===== config.mk =====
export PLATFORM = sky130hd
export DESIGN_NAME = aux_ctrl_regs
export DESIGN_NICKNAME = d
export VERILOG_FILES = /design/src/aux_ctrl_pkg.sv /design/src/pin_sync.sv /design/src/square_gen.sv /design/src/aux_ctrl_regs.sv
export SDC_FILE = /design/constraint.sdc
export NUM_CORES = 1
export LEC_CHECK = 0
export BUFFER_PORTS_ARGS = -buffer_cell sky130_fd_sc_hd__buf_4
export CAP_MARGIN = 25
export CORE_MARGIN = 5
export CORE_UTILIZATION = 55
export CTS_CLUSTER_SIZE = 40
export DETAILED_ROUTE_END_ITERATION = 16
export PLACE_DENSITY = 0.84
export SLEW_MARGIN = 40
export SYNTH_ARGS = -nofsm -noshare
export SYNTH_HDL_FRONTEND = slang
export SYNTH_HIERARCHICAL = 1
export SYNTH_SLANG_ARGS = --single-unit

===== constraint.sdc =====
create_clock -name sys_clk_i -period 6.2 [get_ports sys_clk_i]
set_input_delay 1.86 -clock sys_clk_i [delete_from_list [all_inputs] [get_ports sys_clk_i]]
set_output_delay 1.86 -clock sys_clk_i [all_outputs]
set_load 0.01 [all_outputs]

===== src/aux_ctrl_pkg.sv =====
// Purpose : Constants and carriers for the auxiliary control register bank
// Assumes : APB with 32-bit data, registers at their printed offsets
// Notes   : Printed offsets step by one, not by four, so byte address is index times four
package aux_ctrl_pkg;

  // ---------------------------------------------------------------
  // Register indices and byte addresses
  // ---------------------------------------------------------------
  localparam logic [7:0] IDX_PORT  = 8'h14;
  localparam logic [7:0] IDX_TAP   = 8'h15;
  localparam logic [7:0] IDX_BRTH  = 8'h16;
  localparam logic [7:0] IDX_CFG4  = 8'h17;
  localparam logic [9:0] ADDR_PORT = {IDX_PORT, 2'b00};
  localparam logic [9:0] ADDR_TAP  = {IDX_TAP, 2'b00};
  localparam logic [9:0] ADDR_BRTH = {IDX_BRTH, 2'b00};
  localparam logic [9:0] ADDR_CFG4 = {IDX_CFG4, 2'b00};

  // ---------------------------------------------------------------
  // Reset values
  // ---------------------------------------------------------------
  localparam logic [7:0] RST_PORT = 8'h0F;
  localparam logic [7:0] RST_TAP  = 8'h00;
  localparam logic [7:0] RST_BRTH = 8'h00;
  localparam logic [7:0] RST_CFG4 = 8'h00;

  // ---------------------------------------------------------------
  // Field positions
  // ---------------------------------------------------------------
  localparam int PIN_DATA_LSB  = 4;
  localparam int PIN_DIR_LSB   = 0;
  localparam int EVEN_TAP_LSB  = 3;
  localparam int ODD_TAP_LSB   = 1;
  localparam int TAP_BUF_BIT   = 0;
  localparam int DEMOD_BIT     = 7;
  localparam int MOD_BIT       = 6;
  localparam int PHASE_LSB     = 2;
  localparam int MODE_LSB      = 0;
  localparam int FREQ_LSB      = 5;
  localparam int SHOT_BIT      = 3;
  localparam int TERM_BIT      = 2;
  localparam int COMP_BIT      = 1;
  localparam logic [7:0] CFG4_WMASK = 8'hEE;
  localparam logic [7:0] TAP_WMASK  = 8'h1F;

  // ---------------------------------------------------------------
  // Codes and timing
  // ---------------------------------------------------------------
  localparam logic [1:0] MODE_EXT      = 2'h1;
  localparam logic [1:0] MODE_INT      = 2'h2;
  localparam logic [1:0] MODE_INT_USER = 2'h3;
  localparam logic [2:0] PHASE_BAD     = 3'h7;
  localparam logic [2:0] FREQ_SQ_MIN   = 3'h2;
  localparam int         CLK_HZ        = 100_000_000;
  localparam int         SQ16K_HZ      = 16_000;
  // Half period of the 16 kHz square wave; slower codes double it per step
  localparam int         SQ_HALF_CYC   = CLK_HZ / (2 * SQ16K_HZ);
  // Wide enough for the slowest code, whose half period exceeds 16 bits
  localparam int         SQ_CNT_W      = 17;

  typedef struct packed {
    logic [2:0] freq;
    logic       single_shot;
    logic       terminal_to_drive_link;
    logic       detach_comparator_enable;
  } cfg4_t;

  typedef struct packed {
    logic       breath_demod_enable;
    logic       breath_mod_enable;
    logic [2:0] breath_phase;
    logic       phase_active;
    logic [1:0] breath_mode;
  } breath_t;

  typedef struct packed {
    logic [1:0] even_tap_select;
    logic [1:0] odd_tap_select;
    logic       tap_buffer_on;
  } tap_t;

endpackage


===== src/pin_sync.sv =====
// Purpose : Two-stage synchroniser for the four port pins
// Assumes : Pins are asynchronous to sys_clk_i
// Notes   : First stage feeds only the second stage
`timescale 1ns/100ps
`default_nettype none
module pin_sync
(
  input  wire logic       sys_clk_i,
  input  wire logic       nrst_i,
  input  wire logic [3:0] pin_i,
  output logic      [3:0] pin_o
);

  logic [3:0] meta_ff;
  logic [3:0] sync_ff;

  always_ff @(posedge sys_clk_i)
  begin
    if (!nrst_i)
    begin
      meta_ff <= 4'h0;
      sync_ff <= 4'h0;
    end
    else
    begin
      meta_ff <= pin_i;
      sync_ff <= meta_ff;
    end
  end

  assign pin_o = sync_ff;

endmodule
`default_nettype wire


===== src/square_gen.sv =====
// Purpose : Single square wave for the breathing frequency codes 010 to 111; aux_ctrl_regs inverts it for pin four
// Assumes : 100 MHz clock
// Notes   : Half period is the 16 kHz half period shifted left by code minus two
`timescale 1ns/100ps
`default_nettype none
module square_gen
(
  input  wire logic       sys_clk_i,
  input  wire logic       nrst_i,
  input  wire logic [2:0] freq_i,
  output logic            wave_o
);

  logic [aux_ctrl_pkg::SQ_CNT_W-1:0] cnt_ff;
  logic [aux_ctrl_pkg::SQ_CNT_W-1:0] nxt_cnt;
  logic [aux_ctrl_pkg::SQ_CNT_W-1:0] half;
  logic                              wave_ff;
  logic                              nxt_wave;
  logic [2:0]                        shift;

  always_comb
  begin
    shift    = freq_i - aux_ctrl_pkg::FREQ_SQ_MIN;
    half     = aux_ctrl_pkg::SQ_CNT_W'(aux_ctrl_pkg::SQ_HALF_CYC) << shift;
    nxt_cnt  = cnt_ff + 1'b1;
    nxt_wave = wave_ff;
    // Modulation codes hold the wave still so the pins do not toggle
    if (freq_i < aux_ctrl_pkg::FREQ_SQ_MIN)
    begin
      nxt_cnt  = '0;
      nxt_wave = 1'b0;
    end
    else if (nxt_cnt >= half)
    begin
      nxt_cnt  = '0;
      nxt_wave = ~wave_ff;
    end
  end

  always_ff @(posedge sys_clk_i)
  begin
    if (!nrst_i)
    begin
      cnt_ff  <= '0;
      wave_ff <= 1'b0;
    end
    else
    begin
      cnt_ff  <= nxt_cnt;
      wave_ff <= nxt_wave;
    end
  end

  assign wave_o = wave_ff;

endmodule
`default_nettype wire


===== src/aux_ctrl_regs.sv =====
// Purpose : APB register bank for port, tap select, breathing and fourth config registers
// Assumes : APB slave with one registered wait state; pins synchronised before use
// Notes   : Decoded outputs lag a register write by one cycle
`timescale 1ns/100ps
`default_nettype none
module aux_ctrl_regs
(
  input  wire logic                  sys_clk_i,
  input  wire logic                  nrst_i,
  input  wire logic                  psel_i,
  input  wire logic                  penable_i,
  input  wire logic                  pwrite_i,
  input  wire logic [11:0]           paddr_i,
  input  wire logic [31:0]           pwdata_i,
  input  wire logic [3:0]            pstrb_i,
  output logic      [31:0]           prdata_o,
  output logic                       pready_o,
  output logic                       pslverr_o,
  input  wire logic [3:0]            port_pin_i,
  output logic      [3:0]            port_pin_o,
  output logic      [3:0]            port_pin_oe_o,
  output aux_ctrl_pkg::tap_t         tap_o,
  output logic      [7:0]            first_tap_output_o,
  output logic      [7:0]            second_tap_output_o,
  output aux_ctrl_pkg::breath_t      breath_o,
  output aux_ctrl_pkg::cfg4_t        cfg4_o
);

  // ---------------------------------------------------------------
  // Registers
  // ---------------------------------------------------------------
  logic [3:0]  pin_dir_field_ff;
  logic [3:0]  pin_data_out_ff;
  logic [7:0]  tap_ff;
  logic [7:0]  breath_ff;
  logic [7:0]  cfg4_ff;
  logic [31:0] rdata_ff;
  logic        ready_ff;
  logic        err_ff;
  logic [3:0]  pin_out_ff;
  logic [3:0]  pin_oe_ff;
  logic [7:0]  first_tap_ff;
  logic [7:0]  second_tap_ff;
  aux_ctrl_pkg::tap_t    tap_q_ff;
  aux_ctrl_pkg::breath_t breath_q_ff;
  aux_ctrl_pkg::cfg4_t   cfg4_q_ff;

  logic [3:0]  nxt_pin_dir;
  logic [3:0]  nxt_pin_data;
  logic [7:0]  nxt_tap;
  logic [7:0]  nxt_breath;
  logic [7:0]  nxt_cfg4;
  logic [31:0] nxt_rdata;
  logic        nxt_ready;
  logic        nxt_err;
  logic [3:0]  nxt_pin_out;
  logic [3:0]  nxt_pin_oe;
  logic [7:0]  nxt_first_tap;
  logic [7:0]  nxt_second_tap;
  aux_ctrl_pkg::tap_t    nxt_tap_q;
  aux_ctrl_pkg::breath_t nxt_breath_q;
  aux_ctrl_pkg::cfg4_t   nxt_cfg4_q;

  logic [3:0] pin_sync;
  logic       sq_wave;
  logic       access;
  logic       hit;
  logic       lane0;
  logic [7:0] wbyte;
  logic [3:0] port_taken;
  logic [1:0] mode;
  logic [2:0] freq;
  logic [9:0] word;

  // ---------------------------------------------------------------
  // Word indices and masks
  // ---------------------------------------------------------------
  // Word index is the byte address over four
  localparam logic [9:0] WORD_PORT  = {2'b00, aux_ctrl_pkg::IDX_PORT};
  localparam logic [9:0] WORD_TAP   = {2'b00, aux_ctrl_pkg::IDX_TAP};
  localparam logic [9:0] WORD_BRTH  = {2'b00, aux_ctrl_pkg::IDX_BRTH};
  localparam logic [9:0] WORD_CFG4  = {2'b00, aux_ctrl_pkg::IDX_CFG4};
  localparam logic [3:0] TAKEN_MASK = 4'hE;

  // ---------------------------------------------------------------
  // Submodules
  // ---------------------------------------------------------------
  // Pins cross into the clock domain through two flops
  pin_sync u_pin_sync
  (
    .sys_clk_i (sys_clk_i),
    .nrst_i    (nrst_i),
    .pin_i     (port_pin_i),
    .pin_o     (pin_sync)
  );

  square_gen u_square_gen
  (
    .sys_clk_i (sys_clk_i),
    .nrst_i    (nrst_i),
    .freq_i    (freq),
    .wave_o    (sq_wave)
  );

  // ---------------------------------------------------------------
  // Bus decode and register update
  // ---------------------------------------------------------------
  assign mode   = breath_ff[aux_ctrl_pkg::MODE_LSB +: 2];
  assign freq   = cfg4_ff[aux_ctrl_pkg::FREQ_LSB +: 3];
  assign lane0  = pstrb_i[0];
  assign wbyte  = pwdata_i[7:0];
  assign word   = paddr_i[11:2];
  // Access is taken in its first cycle; pready is registered so a
  // transfer always takes setup plus two access cycles
  assign access = psel_i && penable_i && !ready_ff;
  // Address bits 1:0 are ignored; bits 11:10 must be zero for a hit
  assign hit    = (word == WORD_PORT) || (word == WORD_TAP) || (word == WORD_BRTH) || (word == WORD_CFG4);

  always_comb
  begin
    nxt_pin_dir  = pin_dir_field_ff;
    nxt_pin_data = pin_data_out_ff;
    nxt_tap      = tap_ff;
    nxt_breath   = breath_ff;
    nxt_cfg4     = cfg4_ff;
    nxt_rdata    = rdata_ff;
    nxt_ready    = access;
    nxt_err      = access && !hit;
    // Only byte lane zero carries register data
    if (access && pwrite_i && lane0)
    begin
      unique case (word)
        WORD_PORT:
        begin
          nxt_pin_dir = wbyte[aux_ctrl_pkg::PIN_DIR_LSB +: 4];
          // Latch stores the level; only output pins see it on the pad
          nxt_pin_data = wbyte[aux_ctrl_pkg::PIN_DATA_LSB +: 4];
        end
        // Reserved bits of the tap and fourth registers are stored as zero
        WORD_TAP:  nxt_tap    = wbyte & aux_ctrl_pkg::TAP_WMASK;
        WORD_BRTH: nxt_breath = wbyte;
        WORD_CFG4: nxt_cfg4   = wbyte & aux_ctrl_pkg::CFG4_WMASK;
        default: ;
      endcase
    end
    // Unmapped reads return zero alongside the error response
    if (access && !pwrite_i)
    begin
      unique case (word)
        WORD_PORT: nxt_rdata = {24'h000000, pin_sync, pin_dir_field_ff};
        WORD_TAP:  nxt_rdata = {24'h000000, tap_ff};
        WORD_BRTH: nxt_rdata = {24'h000000, breath_ff};
        WORD_CFG4: nxt_rdata = {24'h000000, cfg4_ff};
        default:   nxt_rdata = 32'h00000000;
      endcase
    end
  end

  // ---------------------------------------------------------------
  // Pin drive
  // ---------------------------------------------------------------
  always_comb
  begin
    port_taken = 4'h0;
    // Modes 01 and 11 own pins two to four
    if (mode == aux_ctrl_pkg::MODE_EXT || mode == aux_ctrl_pkg::MODE_INT_USER)
    begin
      port_taken = TAKEN_MASK;
    end
    nxt_pin_oe  = ~pin_dir_field_ff & ~port_taken;
    nxt_pin_out = pin_data_out_ff & ~port_taken;
    // Square wave on pins three and four, pin four inverted
    if (freq >= aux_ctrl_pkg::FREQ_SQ_MIN)
    begin
      nxt_pin_oe[2]  = 1'b1;
      nxt_pin_oe[3]  = 1'b1;
      nxt_pin_out[2] = sq_wave;
      nxt_pin_out[3] = ~sq_wave;
    end
  end

  // ---------------------------------------------------------------
  // Decoded control outputs
  // ---------------------------------------------------------------
  always_comb
  begin
    nxt_tap_q.even_tap_select = tap_ff[aux_ctrl_pkg::EVEN_TAP_LSB +: 2];
    nxt_tap_q.odd_tap_select  = tap_ff[aux_ctrl_pkg::ODD_TAP_LSB +: 2];
    nxt_tap_q.tap_buffer_on   = tap_ff[aux_ctrl_pkg::TAP_BUF_BIT];
    // One-hot channel route; code n picks even channel 2n+2, odd 2n+1
    nxt_first_tap  = 8'h02 << {nxt_tap_q.even_tap_select, 1'b0};
    nxt_second_tap = 8'h01 << {nxt_tap_q.odd_tap_select, 1'b0};
    nxt_breath_q.breath_demod_enable = breath_ff[aux_ctrl_pkg::DEMOD_BIT];
    nxt_breath_q.breath_mod_enable   = breath_ff[aux_ctrl_pkg::MOD_BIT];
    nxt_breath_q.breath_phase        = breath_ff[aux_ctrl_pkg::PHASE_LSB +: 3];
    nxt_breath_q.breath_mode         = mode;
    nxt_breath_q.phase_active = (mode == aux_ctrl_pkg::MODE_EXT || mode == aux_ctrl_pkg::MODE_INT)
                                && (freq < aux_ctrl_pkg::FREQ_SQ_MIN)
                                && (nxt_breath_q.breath_phase != aux_ctrl_pkg::PHASE_BAD);
    nxt_cfg4_q.freq                     = freq;
    nxt_cfg4_q.single_shot              = cfg4_ff[aux_ctrl_pkg::SHOT_BIT];
    nxt_cfg4_q.terminal_to_drive_link   = cfg4_ff[aux_ctrl_pkg::TERM_BIT];
    nxt_cfg4_q.detach_comparator_enable = cfg4_ff[aux_ctrl_pkg::COMP_BIT];
  end

  // ---------------------------------------------------------------
  // State registers
  // ---------------------------------------------------------------
  always_ff @(posedge sys_clk_i)
  begin
    if (!nrst_i)
    begin
      // All pins come up as inputs so nothing fights an external driver
      pin_dir_field_ff <= aux_ctrl_pkg::RST_PORT[aux_ctrl_pkg::PIN_DIR_LSB +: 4];
      pin_data_out_ff  <= aux_ctrl_pkg::RST_PORT[aux_ctrl_pkg::PIN_DATA_LSB +: 4];
      tap_ff           <= aux_ctrl_pkg::RST_TAP;
      breath_ff        <= aux_ctrl_pkg::RST_BRTH;
      cfg4_ff          <= aux_ctrl_pkg::RST_CFG4;
      rdata_ff         <= 32'h00000000;
      ready_ff         <= 1'b0;
      err_ff           <= 1'b0;
    end
    else
    begin
      pin_dir_field_ff <= nxt_pin_dir;
      pin_data_out_ff  <= nxt_pin_data;
      tap_ff           <= nxt_tap;
      breath_ff        <= nxt_breath;
      cfg4_ff          <= nxt_cfg4;
      rdata_ff         <= nxt_rdata;
      ready_ff         <= nxt_ready;
      err_ff           <= nxt_err;
    end
  end

  always_ff @(posedge sys_clk_i)
  begin
    if (!nrst_i)
    begin
      // Pads stay released while reset is low
      pin_out_ff <= 4'h0;
      pin_oe_ff  <= 4'h0;
    end
    else
    begin
      pin_out_ff <= nxt_pin_out;
      pin_oe_ff  <= nxt_pin_oe;
    end
  end

  always_ff @(posedge sys_clk_i)
  begin
    if (!nrst_i)
    begin
      // Decoded copies keep every output on a flop
      first_tap_ff  <= 8'h00;
      second_tap_ff <= 8'h00;
      tap_q_ff      <= '0;
      breath_q_ff   <= '0;
      cfg4_q_ff     <= '0;
    end
    else
    begin
      first_tap_ff  <= nxt_first_tap;
      second_tap_ff <= nxt_second_tap;
      tap_q_ff      <= nxt_tap_q;
      breath_q_ff   <= nxt_breath_q;
      cfg4_q_ff     <= nxt_cfg4_q;
    end
  end

  assign prdata_o            = rdata_ff;
  assign pready_o            = ready_ff;
  assign pslverr_o           = err_ff;
  assign port_pin_o          = pin_out_ff;
  assign port_pin_oe_o       = pin_oe_ff;
  assign first_tap_output_o  = first_tap_ff;
  assign second_tap_output_o = second_tap_ff;
  assign tap_o               = tap_q_ff;
  assign breath_o            = breath_q_ff;
  assign cfg4_o              = cfg4_q_ff;

endmodule
`default_nettype wire


Yosys cells after proc, flatten, opt, wreduce, memory -nomap -nowiden
Cells that the tools add are included.

cells by class
  $add $sub $neg = 2
  $lt $le $gt $ge = 3
  equality and inequality tests = 8
  shifts and indexed selects = 3
  muxes and demuxes = 4
  bitwise gates (word level) = 6
  reductions and logical operators = 22

operator list
  cell                   count
  $eq 10x5->1 const B    4
  $pmux 8 s4             1
  $add 17x1->17 const B  1
  $ge 17x17->1           1
  $shl 12x3->17 const A  1
  $and 4x4->4            2
  $logic_and 1x1->1      8
  $not 4->4              2
  $reduce_and 2->1       4
  $shl 1x3->8 const A    1
  $shl 2x3->8 const A    1
  $logic_or 1x1->1       5
  $eq 2x2->1 const B     2
  $mux 2                 2
  $mux 4                 1
  $ge 3x2->1 const B     1
  $logic_not 1->1        3
  $lt 3x2->1 const B     1
  $ne 3x3->1 const B     1
  $reduce_or 3->1        1
  $sub 3x2->3 const B    1
  $eq 2x1->1 const B     1
  $not 1->1              2
  $reduce_or 2->1        1

storage, ports and cells
  register bits = 130
  output and inout port bits = 77
  logic and storage cells = 76

Logic depth before layout (Yosys ltp)
  word-level depth = 6
  gate-level depth with buffers = 12
  depth with buffers taken out = 11

Cells and area by module
Netlist, hierarchy kept.

by module, submodules not included
  module         times used  cells each  area each (um2)  sequential area each (um2)
  aux_ctrl_regs  1           269         2,870.3          1,441.4
  square_gen     1           154         1,426.4          360.3
  pin_sync       1           16          210.2            160.2

Worst setup path before layout
No wires, ideal clock.

  path kind = input-to-reg
  start point = input paddr_i[11]
  end point = register breath_ff[0]
  arrival time = 3.331 ns
  required time = 6.081 ns
  path slack = 2.750 ns
  stages = 5
  cell sequence = or4b_1 buf_6 or4_4 buf_6 mux2i_1

on the way
  cells in the longest elaborated chain, start to end = 2

ends and longest elaborated chain
  element                     line                  source
  start: declaration          aux_ctrl_regs.sv:13   input wire logic [11:0] paddr_i,
  $eq 10x5->1                 aux_ctrl_regs.sv:132  unique case (word)
  $reduce_and 2->1 (no line)  n/a
  end signal: assignment      aux_ctrl_regs.sv:217  breath_ff <= aux_ctrl_pkg::RST_BRTH;
  end signal: assignment      aux_ctrl_regs.sv:228  breath_ff <= nxt_breath;
  end: declaration            aux_ctrl_regs.sv:35   logic [7:0] breath_ff;

Every way passes these cells.
A chain may end at the register's enable or synchronous reset.

Final worst setup path
  start point = register cfg4_ff[6]
  end point = register u_square_gen/cnt_ff[5] in the netlist's numbering

on the way
  cells in the longest elaborated chain, start to end = 4
  elaborated cells on any way between the ends = 5
  classes of those cells = 1 x add/sub; 2 x order compare; 1 x shift; 1 x reduce/logical

ends and longest elaborated chain
  element                        line                  source
  start: declaration             aux_ctrl_regs.sv:36   logic [7:0] cfg4_ff;
  start signal: assignment       aux_ctrl_regs.sv:218  cfg4_ff <= aux_ctrl_pkg::RST_CFG4;
  start signal: assignment       aux_ctrl_regs.sv:229  cfg4_ff <= nxt_cfg4;
  $sub 3x2->3                    square_gen.sv:23      shift = freq_i - aux_ctrl_pkg::FREQ_SQ_MIN;
  $shl 12x3->17                  square_gen.sv:24      half = aux_ctrl_pkg::SQ_CNT_W'(aux_ctrl_pkg::SQ_HALF_CYC) << shift;
  $ge 17x17->1                   square_gen.sv:33      else if (nxt_cnt >= half)
  $reduce_or 3->1 (no line) (*)  n/a
  end signal: assignment         square_gen.sv:49      cnt_ff <= nxt_cnt;
  end: declaration               square_gen.sv:14      logic [aux_ctrl_pkg::SQ_CNT_W-1:0] cnt_ff;

Every way passes the cells marked *; elsewhere a longest branch is shown, timed or not.

==> impl_metrics.json <==
{
  "total_of_warnings_raised_by_yosys": 6,
  "post_cts_hold_buffer_count": 0,
  "worst_tran_pin_value_ns": 0.678,
  "initial_core_util_pct": 55.7,
  "end_kind": "flop",
  "post-cts-setup-buffers": 0,
  "root_buf_cell": "clkbuf_8",
  "cts-root-to-sink-buffers": 2,
  "slew-limit-headroom_pct": 54.5,
  "timing.rr.start": "cfg4_ff[6]",
  "grt_use_met2_pct": 31.8,
  "antenna_violating_nets_post_route": 0,
  "synth_area_leader_cell": "dfxtp_1",
  "path_clk_slew_ns": 0.10,
  "rsz_0062_raised_after_global_routing": "no",
  "detail_route.wirelength_mm": 9.19,
  "gr-usage-met1_pct": 22.8,
  "layout_worst_path_cycle_share_pct": 56.5,
  "clock-sinks": 98,
  "tritoncts": "yes",
  "nFillCells": 636,
  "report.final.slew_viol_count": 0,
  "critPathRequiredTime_ns": 6.47,
  "area.sequential_um2": 1960,
  "first_global_vias": 3191,
  "hold-path-endpoint": "port_pin_oe_o[0]",
  "detailedPlacementHpwl_mm": 6.74,
  "gp_congestion": 0.816,
  "num_io_pins": 134,
  "dieArea_um2": 10100,
  "drive_gt1_share_pct": 24.1,
  "grt_overflow_total": 0,
  "status": "completed",
  "avgSynthCellArea_um2": 10.3,
  "worstSkewPairLatency_ns": 0.37,
  "tns_ns": 0,
  "highest_net_fanout_along_the_worst_path": 13,
  "setup_viol": 0,
  "cp_cell_sequence": "inv_1 > ha_1 > inv_1 > nand2_1 > a21boi_0 > ha_1 > o21ai_0 > nor2_1 > nor2_1 > o311ai_4 > buf_4 > and2b_2",
  "fp-row-count": 33,
  "cts_max_level": 3,
  "post_synth_instance_area_um2": 4510,
  "place_ws_ns": 2.27,
  "leakage_uw": 0.00253,
  "post-route-util_pct": 64.5,
  "core_region_area_um2": 8090,
  "hold_slack_ns": 0.439,
  "worstRegToRegCells": 12,
  "hold_path.startpoint": "pin_dir_field_ff[0]",
  "first_iter_violations": 156,
  "via_count": 3179,
  "final.setup.worst_slack_ns": 2.70,
  "synth_enable_flop_cells": 0,
  "netlist_top_cells_area": "dfxtp_1, ha_1, mux2i_1",
  "cts_made_buffers": 9,
  "synth-async-reset-ratio_pct": 0,
  "globalRoute.busiestLayer": "met2",
  "antenna_cells_inserted": 0,
  "proportion_of_netlist_area_held_by_the_largest_area_contributor_pct": 43.5,
  "maximum_number_of_pins_on_one_net_before_global_route_repair": 62,
  "die-width_um": 101,
  "register_bit_count_reported_by_yosys": 98,
  "slowest_stage": "dfxtp_1",
  "gr-usage-all-layers_pct": 18.6,
  "drt_drc_violations_left": 0,
  "timing_worst_setup_path_type": "reg -> reg",
  "data_arrival_time_of_the_worst_path_ns": 3.77,
  "timing.critical_path.buf_inv": 3,
  "max_freq_ghz": 0.285,
  "area_of_combinational_cells_with_multiple_inputs_um2": 2240,
  "synth_seq_area_share_pct": 43.5,
  "vdd.ir_drop.worst_mv": 0.156,
  "gr_met3_demand_resource_pct": 5.12,
  "reg2reg_setup_slack_ns": 2.70,
  "final-hold-violation-count": 0,
  "slowest_cell_delay_on_critical_path_ns": 0.59,
  "pwr_density_cell_nw_per_um2": 216,
  "detail_route.wl_per_cell_um": 14.8,
  "grt_pass1_wl_mm": 15.0,
  "port_buffers": 72,
  "layout_min_cycle_time_ns": 3.50,
  "synth_common_cells": "dfxtp_1, nand2_1, buf_4, mux2i_1, inv_1",
  "critPathTopFamily": "compound AO/OA/AOI/OAI gates",
  "clock_skew_ns": 0.0132,
  "worst_setup_path_start_kind": "flop",
  "synthCells": 439,
  "startpoint": "cfg4_ff[6]",
  "number_of_antenna_violations_at_the_first_check_in_global_routing": 0,
  "hold_path_cell_cnt": 1,
  "detail_routed_via_count_per_cell": 5.13,
  "fp.dieH_um": 101,
  "synth-main-ff-cell": "dfxtp_1",
  "syn_to_final_growth_pct": 15.8,
  "max_cap_viol_count": 0,
  "cts.repair.resized": 0,
  "hold_path_class": "reg -> reg",
  "synthMostInstantiatedCell": "dfxtp_1",
  "ys_types": 54,
  "reg2reg_to": "u_square_gen/cnt_ff[5]",
  "nNetsFinal": 594,
  "first_pass_iters": 5
}
[worst max-delay path by stage]
stage | to | slack [ns] | depth (start not counted)
floorplan | breath_ff[0] | 2.75 | 5
global placement | pin_data_out_ff[1] | 2.35 | 4
detailed placement | pin_dir_field_ff[1] | 2.27 | 4
CTS | u_square_gen/cnt_ff[3] | 2.58 | 11
global route | u_square_gen/cnt_ff[5] | 2.36 | 12
finish | u_square_gen/cnt_ff[5] | 2.70 | 12
[metal layers]
metal	wire (um)	vias up
met3	608	9
met4	110	0
met1	3740	1509
met2	4730	98
met5	0	-
li1	-	1563
[logic make-up (layout without fill, tap and decap cells)]
group	count (synthesis)	after routing	synth area share, %
XOR/XNOR	16	16	3.11
multiplexers	38	38	9.36
adder cells (fa/ha/maj)	27	27	7.50
buffers and inverters	75	120	9.44
AND/OR/NAND/NOR	145	145	19.5
AO/OA/AOI/OAI	39	39	7.47
flip-flops	98	98	43.5
other	1	32	0.0832
[layout make-up]
type / count / area share (%)
Tap cell: 105 / 2.52
Clock inverter: 7 / 1.85
Inverter: 30 / 2.16
Sequential cell: 98 / 37.6
Clock buffer: 9 / 2.37
Multi-Input combinational cell: 297 / 42.9
Timing Repair Buffer: 74 / 10.6
[placed cells by master, fill, tap and decap left out, types with 3 or more instances in the layout]
cell | Yosys | layout
a21oi_1 | 3 | 3
a22o_1 | 11 | 11
and2_1 | 10 | 10
and2b_2 | 6 | 6
and3_1 | 5 | 5
buf_4 | 32 | 74
clkbuf_8 | 0 | 9
conb_1 | 1 | 32
dfxtp_1 | 98 | 98
ha_1 | 27 | 27
inv_1 | 30 | 30
inv_8 | 0 | 3
mux2_2 | 3 | 3
mux2i_1 | 32 | 32
mux4_2 | 3 | 3
nand2_1 | 46 | 46
nand3_1 | 10 | 10
nand4_1 | 3 | 3
nor2_1 | 17 | 17
nor2b_1 | 11 | 11
nor2b_2 | 8 | 8
nor3_1 | 6 | 6
nor4_4 | 4 | 4
o21ai_0 | 7 | 7
xnor2_1 | 9 | 9
xor2_1 | 7 | 7
[flip-flops by register name (all words and copies together), names as in the netlist, 5 cells and up]
signal,count
tap_ff,5
breath_ff,8
u_square_gen/cnt_ff,17
cfg4_ff,6
prdata_o,8
breath_o,8
cfg4_o,6
tap_o,5
[per-stage QoR]
stage / cell area, um2 / power [uW] / instances
detailed placement: 4980 / 700 / 602
floorplan: 4620 / 694 / 470
global route: 5220 / 1170 / 620
global placement: 4980 / 699 / 602
finish: 5220 / 1130 / 620
CTS: 5200 / 1140 / 618
[power breakdown]
group	switching (uW)	leakage [uW]	internal, uW
clock network	242	0.000108	199
registers	1.46	0.000792	633
logic	30.8	0.00163	21.0
Power figures use the tool's default switching activity.
